==> src/hdl/cgb_pkg.sv <==
// Package with constants and types for the clip guard band classifier
package cgb_pkg;
    localparam int CGB_COORD_W = 16;
    localparam int CGB_VIEWS = 16;
    localparam int CGB_SEL_W = 4;
    localparam int CGB_UCF_W = 8;
    localparam int CGB_TOPO_W = 5;
    localparam int CGB_FIFO_DEPTH = 8;
    // Fixed viewport limits in normalized space (signed fixed point, 1.0 = 0x0100)
    localparam logic signed [15:0] CGB_VP_NEG = 16'hFF00;
    localparam logic signed [15:0] CGB_VP_POS = 16'h0100;
    localparam logic signed [15:0] CGB_Z_MIN = 16'h0000;
    localparam logic signed [15:0] CGB_Z_MAX = 16'h0100;
    // Topology codes
    localparam logic [4:0] CGB_TOPO_STRIP = 5'h05;
    localparam logic [4:0] CGB_TOPO_STRIP_REV = 5'h0A;
    localparam logic [4:0] CGB_TOPO_STRIP_ADJ = 5'h0C;
    // Last vertex index per object and guard table word layout
    localparam logic [1:0] CGB_VTX_LAST = 2'h2;
    localparam int CGB_GB_WORD_W = 64;
    typedef enum logic [1:0] {
        CGB_DISCARD = 2'b00,
        CGB_ACCEPT = 2'b01,
        CGB_CLIP = 2'b10
    } cgb_class_t;
    typedef struct packed {
        logic signed [15:0] left_guard_limit;
        logic signed [15:0] right_guard_limit;
        logic signed [15:0] lower_y_guard_limit;
        logic signed [15:0] upper_y_guard_limit;
    } cgb_guard_t;
    // Outcode bit positions
    localparam int OC_VXL = 0;
    localparam int OC_VXR = 1;
    localparam int OC_VYL = 2;
    localparam int OC_VYU = 3;
    localparam int OC_ZL = 4;
    localparam int OC_ZU = 5;
    localparam int OC_GXL = 6;
    localparam int OC_GXR = 7;
    localparam int OC_GYL = 8;
    localparam int OC_GYU = 9;
    localparam int CGB_OC_W = 10;
endpackage : cgb_pkg

==> src/hdl/cgb_fifo_if.sv <==
// Interface carrying the classified object stream into the output FIFO
`timescale 1ns/10ps
interface cgb_fifo_if #(parameter int W = 8);
    logic valid;
    logic ready;
    logic [W-1:0] data;
    modport src (output valid, output data, input ready);
    modport snk (input valid, input data, output ready);
endinterface : cgb_fifo_if

==> src/hdl/cgb_fifo.sv <==
// Parameterised FIFO for classified objects
`timescale 1ns/10ps
module cgb_fifo #(
    parameter int WIDTH = 8,
    parameter int DEPTH = 8
) (
    input wire logic clk,
    input wire logic reset,
    cgb_fifo_if.snk wr,
    output logic out_valid,
    input wire logic out_ready,
    output logic [WIDTH-1:0] out_data
);
    localparam int AW = $clog2(DEPTH);
    logic [WIDTH-1:0] mem_q [DEPTH];
    logic [AW-1:0] rp_q, rp_d, wp_q, wp_d;
    logic [AW:0] cnt_q, cnt_d;
    logic push, pop;

    // Handshakes: full and empty from the count
    assign wr.ready = (cnt_q != (AW+1)'(DEPTH));
    assign out_valid = (cnt_q != '0);
    assign push = wr.valid && wr.ready;
    assign pop = out_valid && out_ready;
    assign out_data = mem_q[rp_q];

    // Next pointers and count
    always_comb begin
        wp_d = push ? ((wp_q == AW'(DEPTH-1)) ? '0 : wp_q + 1'b1) : wp_q;
        rp_d = pop ? ((rp_q == AW'(DEPTH-1)) ? '0 : rp_q + 1'b1) : rp_q;
        cnt_d = cnt_q + (AW+1)'(push) - (AW+1)'(pop);
    end

    // Register pointers
    always_ff @(posedge clk) begin
        if (reset) begin
            wp_q <= '0;
            rp_q <= '0;
            cnt_q <= '0;
        end else begin
            wp_q <= wp_d;
            rp_q <= rp_d;
            cnt_q <= cnt_d;
        end
    end

    // Storage write
    always_ff @(posedge clk) begin
        if (push) begin
            mem_q[wp_q] <= wr.data;
        end
    end
endmodule : cgb_fifo

==> src/hdl/cgb_classifier.sv <==
// Clip stage object classifier with guard band support
//
// Behaviour
// - Past a viewport side reject, acceptance is judged on the guard band side outcodes.
// - Guard band outcodes are made per vertex only when the guard band test is enabled.
// - Guard band limits are free of the viewport, so a small guard band still gates acceptance.
// - Acceptance also needs every vertex inside the depth planes.
// - Viewport planes use fixed limits; the view selector only picks guard band limits.
// - Sixteen guard band sets sit in memory, found through a base pointer.
// - In screen space the lower Y limit is the top and the upper Y limit the bottom.
// - An accepted object after a discarded one keeps the true strip topology code.
// - Crossing depth or enabled guard planes yields a clip case between discard and accept.
// - With force clip set, user plane discards still occur but crossings become clip cases.
`timescale 1ns/10ps
module cgb_classifier
    import cgb_pkg::*;
#(
    parameter int W = CGB_COORD_W,
    parameter int DEPTH = CGB_FIFO_DEPTH
) (
    input wire logic CLK,
    input wire logic RESET,
    input wire logic VP_SIDE_TEST_EN,
    input wire logic GUARD_TEST_EN,
    input wire logic DEPTH_TEST_EN,
    input wire logic SCREEN_SPACE,
    input wire logic USER_PLANE_FORCE_CLIP,
    input wire logic [CGB_UCF_W-1:0] USER_PLANE_TEST_ENABLES,
    input wire logic [31:0] GUARD_TABLE_BASE,
    output logic [31:0] GUARD_RD_ADDR,
    output logic GUARD_RD_REQ,
    input wire logic GUARD_RD_VALID,
    input wire logic [CGB_GB_WORD_W-1:0] GUARD_RD_DATA,
    input wire logic VTX_VALID,
    output logic VTX_READY,
    input wire logic signed [W-1:0] VTX_X,
    input wire logic signed [W-1:0] VTX_Y,
    input wire logic signed [W-1:0] VTX_Z,
    input wire logic [CGB_UCF_W-1:0] VTX_USER_PLANE_FLAG,
    input wire logic [CGB_SEL_W-1:0] VTX_VIEW_SELECTOR,
    input wire logic [CGB_TOPO_W-1:0] VTX_TOPO,
    input wire logic VTX_STRIP_START,
    output logic OBJ_VALID,
    input wire logic OBJ_READY,
    output logic [1:0] OBJ_CLASS,
    output logic [CGB_TOPO_W-1:0] OBJ_TOPO
);
    typedef enum logic [1:0] {
        CGB_S_FETCH = 2'b00,
        CGB_S_WAIT = 2'b01,
        CGB_S_VERT = 2'b10,
        CGB_S_EMIT = 2'b11
    } cgb_state_t;

    localparam int OW = 2 + CGB_TOPO_W;

    cgb_state_t st_q, st_d;
    cgb_guard_t gb_q, gb_d;
    logic [1:0] vcnt_q, vcnt_d;
    logic [CGB_OC_W-1:0] and_q, and_d, or_q, or_d;
    logic [CGB_UCF_W-1:0] uand_q, uand_d, uor_q, uor_d;
    logic [CGB_TOPO_W-1:0] topo_q, topo_d;
    logic [1:0] cls_q, cls_d;
    logic [CGB_OC_W-1:0] oc;
    logic [CGB_UCF_W-1:0] uoc;
    logic signed [W-1:0] gy_top, gy_bot;
    logic take;
    logic vp_side_rej, user_rej, depth_rej, side_rej, accept, ucf_clip;
    logic [CGB_OC_W-1:0] side_mask, gb_mask;

    cgb_fifo_if #(.W(OW)) fq ();

    // Y limits follow the selected space: screen Y grows downward
    always_comb begin
        if (SCREEN_SPACE) begin
            gy_top = gb_q.lower_y_guard_limit;
            gy_bot = gb_q.upper_y_guard_limit;
        end else begin
            gy_top = gb_q.upper_y_guard_limit;
            gy_bot = gb_q.lower_y_guard_limit;
        end
    end

    // Per-vertex outcodes: viewport on fixed limits, guard band from fetched set
    always_comb begin
        oc = '0;
        oc[OC_VXL] = VP_SIDE_TEST_EN && (VTX_X < CGB_VP_NEG);
        oc[OC_VXR] = VP_SIDE_TEST_EN && (VTX_X > CGB_VP_POS);
        oc[OC_VYL] = VP_SIDE_TEST_EN && (VTX_Y < CGB_VP_NEG);
        oc[OC_VYU] = VP_SIDE_TEST_EN && (VTX_Y > CGB_VP_POS);
        oc[OC_ZL] = DEPTH_TEST_EN && (VTX_Z < CGB_Z_MIN);
        oc[OC_ZU] = DEPTH_TEST_EN && (VTX_Z > CGB_Z_MAX);
        if (GUARD_TEST_EN) begin
            oc[OC_GXL] = VTX_X < gb_q.left_guard_limit;
            oc[OC_GXR] = VTX_X > gb_q.right_guard_limit;
            if (SCREEN_SPACE) begin
                oc[OC_GYL] = VTX_Y < gy_top;
                oc[OC_GYU] = VTX_Y > gy_bot;
            end else begin
                oc[OC_GYL] = VTX_Y < gy_bot;
                oc[OC_GYU] = VTX_Y > gy_top;
            end
        end
        uoc = VTX_USER_PLANE_FLAG & USER_PLANE_TEST_ENABLES;
    end

    assign side_mask = CGB_OC_W'(10'h00F);
    assign gb_mask = CGB_OC_W'(10'h3C0);

    // Object classification from the next accumulated outcodes
    // Reading the next values lets the last vertex of an object count
    always_comb begin
        vp_side_rej = |(and_d & side_mask);
        depth_rej = and_d[OC_ZL] || and_d[OC_ZU];
        user_rej = |uand_d;
        side_rej = vp_side_rej || depth_rej || user_rej;
        ucf_clip = USER_PLANE_FORCE_CLIP && (|uor_d);
        // Guard band replaces viewport sides for acceptance when enabled
        if (GUARD_TEST_EN) begin
            accept = !(|(or_d & gb_mask));
        end else begin
            accept = !(|(or_d & side_mask));
        end
        // User plane crossings alone only block acceptance when force clip is set
        accept = accept && !or_d[OC_ZL] && !or_d[OC_ZU] && !ucf_clip;
        if (side_rej) begin
            cls_d = CGB_DISCARD;
        end else if (accept) begin
            cls_d = CGB_ACCEPT;
        end else begin
            cls_d = CGB_CLIP;
        end
    end

    assign take = (st_q == CGB_S_VERT) && VTX_VALID;
    assign VTX_READY = (st_q == CGB_S_VERT);
    assign GUARD_RD_REQ = (st_q == CGB_S_FETCH);
    // Table entry address: base plus selector times one 8-byte set
    assign GUARD_RD_ADDR = GUARD_TABLE_BASE + {25'h000_0000, VTX_VIEW_SELECTOR, 3'h0};

    // Sequencer: fetch guard set, gather three vertices, emit class
    always_comb begin
        st_d = st_q;
        gb_d = gb_q;
        vcnt_d = vcnt_q;
        and_d = and_q;
        or_d = or_q;
        uand_d = uand_q;
        uor_d = uor_q;
        topo_d = topo_q;
        unique case (st_q)
            CGB_S_FETCH: begin
                if (VTX_VALID) begin
                    st_d = CGB_S_WAIT;
                end
            end
            CGB_S_WAIT: begin
                if (GUARD_RD_VALID) begin
                    gb_d = cgb_guard_t'(GUARD_RD_DATA);
                    st_d = CGB_S_VERT;
                end
            end
            CGB_S_VERT: begin
                if (take) begin
                    if (vcnt_q == '0) begin
                        and_d = oc;
                        or_d = oc;
                        uand_d = uoc;
                        uor_d = uoc;
                        topo_d = VTX_TOPO;
                    end else begin
                        and_d = and_q & oc;
                        or_d = or_q | oc;
                        uand_d = uand_q & uoc;
                        uor_d = uor_q | uoc;
                    end
                    if (vcnt_q == CGB_VTX_LAST) begin
                        vcnt_d = '0;
                        st_d = CGB_S_EMIT;
                    end else begin
                        vcnt_d = vcnt_q + 2'h1;
                    end
                end
            end
            CGB_S_EMIT: begin
                if (fq.ready) begin
                    st_d = CGB_S_FETCH;
                end
            end
        endcase
    end

    // Sequencer registers
    always_ff @(posedge CLK) begin
        if (RESET) begin
            st_q <= CGB_S_FETCH;
            gb_q <= '0;
            vcnt_q <= '0;
            and_q <= '0;
            or_q <= '0;
            uand_q <= '0;
            uor_q <= '0;
            topo_q <= '0;
            cls_q <= CGB_DISCARD;
        end else begin
            st_q <= st_d;
            gb_q <= gb_d;
            vcnt_q <= vcnt_d;
            and_q <= and_d;
            or_q <= or_d;
            uand_q <= uand_d;
            uor_q <= uor_d;
            topo_q <= topo_d;
            if (st_q == CGB_S_VERT) begin
                cls_q <= cls_d;
            end
        end
    end

    // Push class with the strip's own topology code, never swapped
    assign fq.valid = (st_q == CGB_S_EMIT);
    assign fq.data = {cls_q, topo_q};

    cgb_fifo #(.WIDTH(OW), .DEPTH(DEPTH)) u_fifo (
        .clk(CLK),
        .reset(RESET),
        .wr(fq),
        .out_valid(OBJ_VALID),
        .out_ready(OBJ_READY),
        .out_data({OBJ_CLASS, OBJ_TOPO})
    );
endmodule : cgb_classifier

==> config.mk <==
export PLATFORM = sky130hd
export DESIGN_NAME = cgb_classifier
export DESIGN_NICKNAME = d
export VERILOG_FILES = /design/src/hdl/cgb_pkg.sv /design/src/hdl/cgb_fifo_if.sv /design/src/hdl/cgb_fifo.sv /design/src/hdl/cgb_classifier.sv
export SDC_FILE = /design/constraint.sdc
export NUM_CORES = 1
export LEC_CHECK = 0
export BUFFER_PORTS_ARGS = -buffer_cell sky130_fd_sc_hd__buf_2
export CORE_MARGIN = 3
export CORE_UTILIZATION = 45
export DETAILED_ROUTE_END_ITERATION = 6
export PLACE_DENSITY_LB_ADDON = 0.15
export REMOVE_ABC_BUFFERS = 1
export SETUP_SLACK_MARGIN = 0.02
export SLEW_MARGIN = 30
export SYNTH_ARGS = -nofsm -noshare
export SYNTH_HDL_FRONTEND = slang
export SYNTH_SLANG_ARGS = --single-unit
export TNS_END_PERCENT = 10
==> constraint.sdc <==
create_clock -name CLK -period 5.7 [get_ports CLK]
set_input_delay 0.57 -clock CLK [delete_from_list [all_inputs] [get_ports CLK]]
set_output_delay 0.57 -clock CLK [all_outputs]
set_load 0.01 [all_outputs]
# Word level (Yosys, flattened, before mapping)
# Memories as Yosys holds them, arrays and structs flattened. A register that Yosys moved wholly into a read port is not among the register bits.
# Cells that the tools add are included.
[word_totals] mem_count=1 word_cells=117 romBits=0 output_inout_bits=42 ramBits=56 latchBits=0 ff_bits=121 in_bits=180
[mem_list] name="u_fifo.mem_q" words=8 width=7 read_ports=1 rd_clocked_by_memory_dff=1 wr=1 line="cgb_fifo.sv:15" rtl="logic [WIDTH-1:0] mem_q [DEPTH];"
[op_classes] shift=0 add_sub_neg=6 bitwise_logic=5 div_mod_pow=0 n_mux=32 multipliers=0 n_lt_le_gt_ge=12 eq_ne=12 reduce_logical=33
[ops] cell="16-bit by 10-bit > comparator with 1-bit output, second input constant" count=3
[ops] cell="16-bit > comparator" count=3
[ops] cell="16-bit less-than comparator" count=3
[ops] cell="8-bit two-way mux" count=6
[ops] cell="10-bit two-way mux" count=4
[ops] cell="32-bit by 7-bit adder with 32-bit output" count=1
[ops] cell="16-bit by 9-bit less-than comparator with 1-bit output, second input constant" count=2
[ops] cell="16-bit two-way mux" count=2
[ops] cell="2-bit two-way mux" count=9
[ops] cell="8-bit AND" count=2
[ops] cell="16-bit by 1-bit less-than comparator with 1-bit output, second input constant" count=1
[ops] cell="8-bit OR reduction" count=2
[ops] cell="1-bit logical AND" count=13
[ops] cell="3-bit two-way mux" count=4
[ops] cell="6-bit two-way mux" count=2
[ops] cell="4-bit OR reduction" count=3
[ops] cell="10-bit AND" count=1
[ops] cell="10-bit bitwise OR" count=1
[ops] cell="8-bit bitwise OR" count=1
[ops] cell="2-bit one-hot mux with 4 select lines" count=1
[ops] cell="3-bit by 1-bit adder with 3-bit output, second input constant" count=2
[ops] cell="2-bit equality test, second input constant" count=3
[ops] cell="3-bit equality test, second input constant" count=2
[ops] cell="2-bit by 1-bit inequality test with 1-bit output, second input constant" count=3
[ops] cell="15 further kinds" count=26

# Longest topological paths before layout
[logic_depth] word_depth=16 depth_mapped=12 depth_no_buf=12

# Cells and area by module
# From an unflattened synthesis, not the netlist that was laid out.
[hier_totals] cells_unflattened=1023 area_unflattened_um2=9555.4
[modules_own_cells] module="cgb_classifier" area_per_inst_um2=6672.6 cells_per_inst=866 n_inst=1
[modules_own_cells] module="cgb_fifo" area_per_inst_um2=2882.8 cells_per_inst=157 n_inst=1

# Worst setup path after synthesis
# Ideal clock, no wire load.
[synth_path] path_kind="input-to-reg" startpoint="in SCREEN_SPACE" endpoint="reg cls_q[1]" setup_time_ps=58 cell_stages=12 slack_ps=2061 arrival_ps=3581 required_ps=5642 cell_sequence="clkbuf_1 -> clkbuf_1 -> mux2i_1 -> ha_1 -> nand4_1 -> nor2_1 -> or3_1 -> a221oi_1 -> mux2_2 -> o311a_1 -> a311oi_1 -> a211o_1"
[synth_via] elab_chain_len=16 word_cells_on_any_way=20 classes_between="order compare (4); mux (10); bitwise (1); reduce/logical (5)"
[synth_rtl] item="start, declared" line="cgb_classifier.sv:26" rtl="input wire logic SCREEN_SPACE,"
[synth_rtl] item="16-bit two-way mux" line="cgb_classifier.sv:75" rtl="if (SCREEN_SPACE) begin"
[synth_rtl] item="16-bit less-than comparator, or another cell as far along" line="cgb_classifier.sv:100" rtl="oc[OC_GYL] = VTX_Y < gy_bot;"
[synth_rtl] item="2-bit two-way mux *" line="cgb_classifier.sv:96" rtl="if (SCREEN_SPACE) begin"
[synth_rtl] item="4-bit two-way mux *" line="cgb_classifier.sv:93" rtl="if (GUARD_TEST_EN) begin"
[synth_rtl] item="10-bit bitwise OR" line="cgb_classifier.sv:173" rtl="or_d = or_q | oc;"
[synth_rtl] item="10-bit two-way mux *" line="cgb_classifier.sv:165" rtl="if (vcnt_q == '0) begin"
[synth_rtl] item="10-bit two-way mux *" line="cgb_classifier.sv:164" rtl="if (take) begin"
[synth_rtl] item="10-bit two-way mux *" line="cgb_classifier.sv:151" rtl="unique case (st_q)"
[synth_rtl] item="4-bit OR reduction *" line="cgb_classifier.sv:120" rtl="accept = !(|(or_d & gb_mask));"
[synth_rtl] item="1-bit logical NOT *" line="cgb_classifier.sv:120"
[synth_rtl] item="1-bit two-way mux *" line="cgb_classifier.sv:119" rtl="if (GUARD_TEST_EN) begin"
[synth_rtl] item="1-bit logical AND * (3 in series)" line="cgb_classifier.sv:125" rtl="accept = accept && !or_d[OC_ZL] && !or_d[OC_ZU] && !ucf_clip;"
[synth_rtl] item="2-bit two-way mux *" line="cgb_classifier.sv:128" rtl="end else if (accept) begin"
[synth_rtl] item="2-bit two-way mux *" line="cgb_classifier.sv:126" rtl="if (side_rej) begin"
[synth_rtl] item="end signal, assigned" line="cgb_classifier.sv:215" rtl="cls_q <= cls_d;"
[synth_rtl] item="end, declared" line="cgb_classifier.sv:63" rtl="logic [1:0] cls_q, cls_d;"
# Mark *: on every way between the ends. The rest lies on a longest branch, timed or not.
# A chain may end at the register's enable or synchronous reset.

# Final worst setup path
# Same ends and word-level chain as after synthesis.

==> metrics.txt <==
outcome=complete, no violations; final-layout worst hold slack=0.361 ns; final critical-path share of the clock period=0.610; routed len/inst=around 14 um; count of endpoints failing setup in the final report=0; total vias in the final route=between 7000 and 8000; standby leakage power=4.57 nW; cell taking the most area after synthesis=sky130_fd_sc_hd__dfxtp_1; initial core utilization=0.461; proportion of synthesized flip-flops having asynchronous set or reset=0; share of layout cells above drive strength 1=0.237; initial antenna violation count=3; final-report hold violation count=0; final wirelength=between 20000 and 25000 um; classification of the worst-slack hold path=input pin to flop; top cells by area in the synthesized netlist=sky130_fd_sc_hd__dfxtp_1, sky130_fd_sc_hd__edfxtp_1, sky130_fd_sc_hd__ha_1; proportion of power drawn by combinational gates=0.275; Seq/Total Area, Yosys=0.433; yosys warns=0; detailed placer's ending HPWL=between 15000 and 20000 um; GRT Total Usage=0.193; max_cap viols=0; Placer Congestion=0.780; unrepaired setup endpoints after global routing=false; fraction of power spent switching nets=0.335; crit start category=input pin; post-synthesis instance area=9430 sq um; count of buffers inserted at the top-level ports=about 210; cell depth of the worst flop-to-flop path=9; leading cell type in the layout, fill and taps excluded=sky130_fd_sc_hd__buf_2; required time at the worst-slack endpoint=6.07 ns; first-pass GRT wire length=35300 um; portion of total power attributed to sequential cells=0.412; CTS hold repair buffers=0; post-synthesis sequential element count=roughly 180; relative max-transition margin=0.446; count of standard-cell rows=52; cells after synthesis=1024; total negative slack for setup checks=0 ns; I/O pin cnt=222; synthesis-to-layout area growth=20.6%; Vias per Instance=approximately 5.2; later-pin clock latency in the skew report=between 0.4 and 0.5 ns; max-slew violations=0; number of fillers in the final layout=1953; most used flip-flop cell after synthesis=sky130_fd_sc_hd__dfxtp_1; final core utilization=0.556; class of the most critical setup path=input pin to flop; Die Height=around 150 um; overall die area=~23000 sq um; number of clock sinks=roughly 180; most used cells in the layout excluding fill and tap cells=sky130_fd_sc_hd__buf_2, sky130_fd_sc_hd__nand2_1, sky130_fd_sc_hd__a21oi_1; core region area=between 20000 and 25000 sq um; via count of the first global-routing pass=roughly 7400; maximum level of the CTS H-tree=4; IR drop worst, VDD=~0.00023 V; pin count of the biggest net entering global routing=65; sort of element at the end of the critical path=flop; Pre-Repair DR Iteration Count=4; number of buffers between clock root and the deepest sink=2; mean cell area of the mapped netlist=between 9 and 10 sq um; count of antenna-violating nets left after detailed routing=0; Distinct cells, synth=65; clk_skew=approximately 0.013 ns; switching pwr=about 1.3 mW; minimum clock period after layout=3.48 ns; Chip Width=between 150 and 200 um; quantity of gates resized following cts=0; GR Overflow Total=0; Max Clock Freq=~0.29 GHz; Final nets=between 1000 and 1500; worst-path fanout max=29; post-route DRC violation count=0; count of cells along the worst hold path=3; signal arrival time at the worst endpoint=between 3 and 4 ns; register clock-pin slew on the reported worst setup and hold paths=0.08 ns; EDFF count, synth=between 50 and 60; buffer count from post-CTS setup fixing=0; Tightest Pin Transition=0.828 ns; share of total power in the clock network=0.313; number of violations reported at the end of detailed-routing iteration 0=~210; root buffer cell=sky130_fd_sc_hd__clkbuf_16; share of the synthesized area in the top cell type=0.255; total CTS buffers=17; power per unit of standard cell area=around 330 nW/um^2; CTS tree=yes; internal power contribution=about 2.5 mW
cells in the mapped netlist (8+ instances only):
master,n
sky130_fd_sc_hd__o21ai_0,18
sky130_fd_sc_hd__nor4_1,8
sky130_fd_sc_hd__a22oi_1,8
sky130_fd_sc_hd__nor2b_1,11
sky130_fd_sc_hd__edfxtp_1,56
sky130_fd_sc_hd__nor2_1,70
sky130_fd_sc_hd__dfxtp_1,120
sky130_fd_sc_hd__nand2_1,199
sky130_fd_sc_hd__a21oi_1,121
sky130_fd_sc_hd__mux4_2,14
sky130_fd_sc_hd__nand4_1,19
sky130_fd_sc_hd__nand3_1,13
sky130_fd_sc_hd__xnor2_1,23
sky130_fd_sc_hd__inv_1,59
sky130_fd_sc_hd__nor3_1,17
sky130_fd_sc_hd__mux2i_1,31
sky130_fd_sc_hd__mux2_2,10
sky130_fd_sc_hd__clkbuf_1,34
sky130_fd_sc_hd__ha_1,81
critical path: stages:
cell                       delay (ns)
sky130_fd_sc_hd__buf_2           0.58
sky130_fd_sc_hd__mux2i_1         0.26
sky130_fd_sc_hd__ha_1            0.28
sky130_fd_sc_hd__nand4_1         0.20
sky130_fd_sc_hd__nor2_1          0.07
sky130_fd_sc_hd__or3_1           0.34
sky130_fd_sc_hd__a221oi_1        0.31
sky130_fd_sc_hd__mux2_2          0.41
sky130_fd_sc_hd__o311a_1         0.33
sky130_fd_sc_hd__a311oi_1        0.34
sky130_fd_sc_hd__a211o_1         0.16
path summary, 6_finish.rpt:
kind,slack [ns],end,from
worst max-delay path,2.22,cls_q[1],SCREEN_SPACE
worst min-delay path,0.36,gb_q[39],GUARD_RD_DATA[39]
worst max register to register,2.22,cls_q[1],st_q[0]
worst min register to register,0.46,gb_q[51],gb_q[51]
cell type report:
class                   instances  area, sq um  area share
multi-input cells             743         4960       0.436
flip-flops and latches        176         4090       0.359
repair buffers                224         1150       0.101
clock buffers                  17          425      0.0374
well taps                     270          338      0.0297
inverters                      59          221      0.0195
clock inverters                15          185      0.0163
diodes                          1         2.50    0.000220
registers in the layout, summed over array words and instances, names as in the netlist, named ones only:
name	count
and_q	6
cls_q	2
gb_q	64
or_q	10
st_q	2
topo_q	5
u_fifo.cnt_q	4
u_fifo.mem_q	56
u_fifo.rp_q	3
u_fifo.wp_q	3
uand_q	8
uor_q	8
vcnt_q	2
power groups by stage:
stage	Clock, mW	Sequential [mW]	Combinational (mW)
global placement	0	1.58	1.03
CTS	1.21	1.56	1.05
floorplan	0	1.55	0.722
detailed placement	0	1.59	1.05
finish	1.18	1.56	1.04
global route	1.27	1.58	1.20
cells by family (layout without fill, tap and decap cells):
logic type / count (synthesis) / count (layout) / synth area share
compound gates: 202 / 202 / 0.127
xor+xnor: 29 / 29 / 0.0269
fa+ha+maj: 83 / 83 / 0.112
buf+inv: 105 / 315 / 0.0443
flops: 176 / 176 / 0.433
mux: 55 / 55 / 0.0783
other cells: 0 / 1 / 0
simple gates: 374 / 374 / 0.178
per-layer routing:
layer / wire length [um] / global-route usage / vias to the layer above / share of wire
met5: 27 / 0 / - / 0.0012
met4: 187 / 0.0458 / 4 / 0.0086
met3: 1050 / 0.0430 / 18 / 0.048
met2: 10700 / 0.329 / 157 / 0.49
met1: 9760 / 0.251 / 3568 / 0.45
li1: - / - / 4021 / -
through the flow:
step	cell area, sq um	worst slack [ns]	std cells	power [mW]
finish	11400	2.22	1505	3.77
CTS	11400	2.20	1504	3.82
detailed placement	10800	1.82	1472	2.63
global placement	10700	1.87	1472	2.61
global route	11400	1.98	1505	4.05
floorplan	9230	2.30	978	2.27
(Power assumes the default switching activity.)
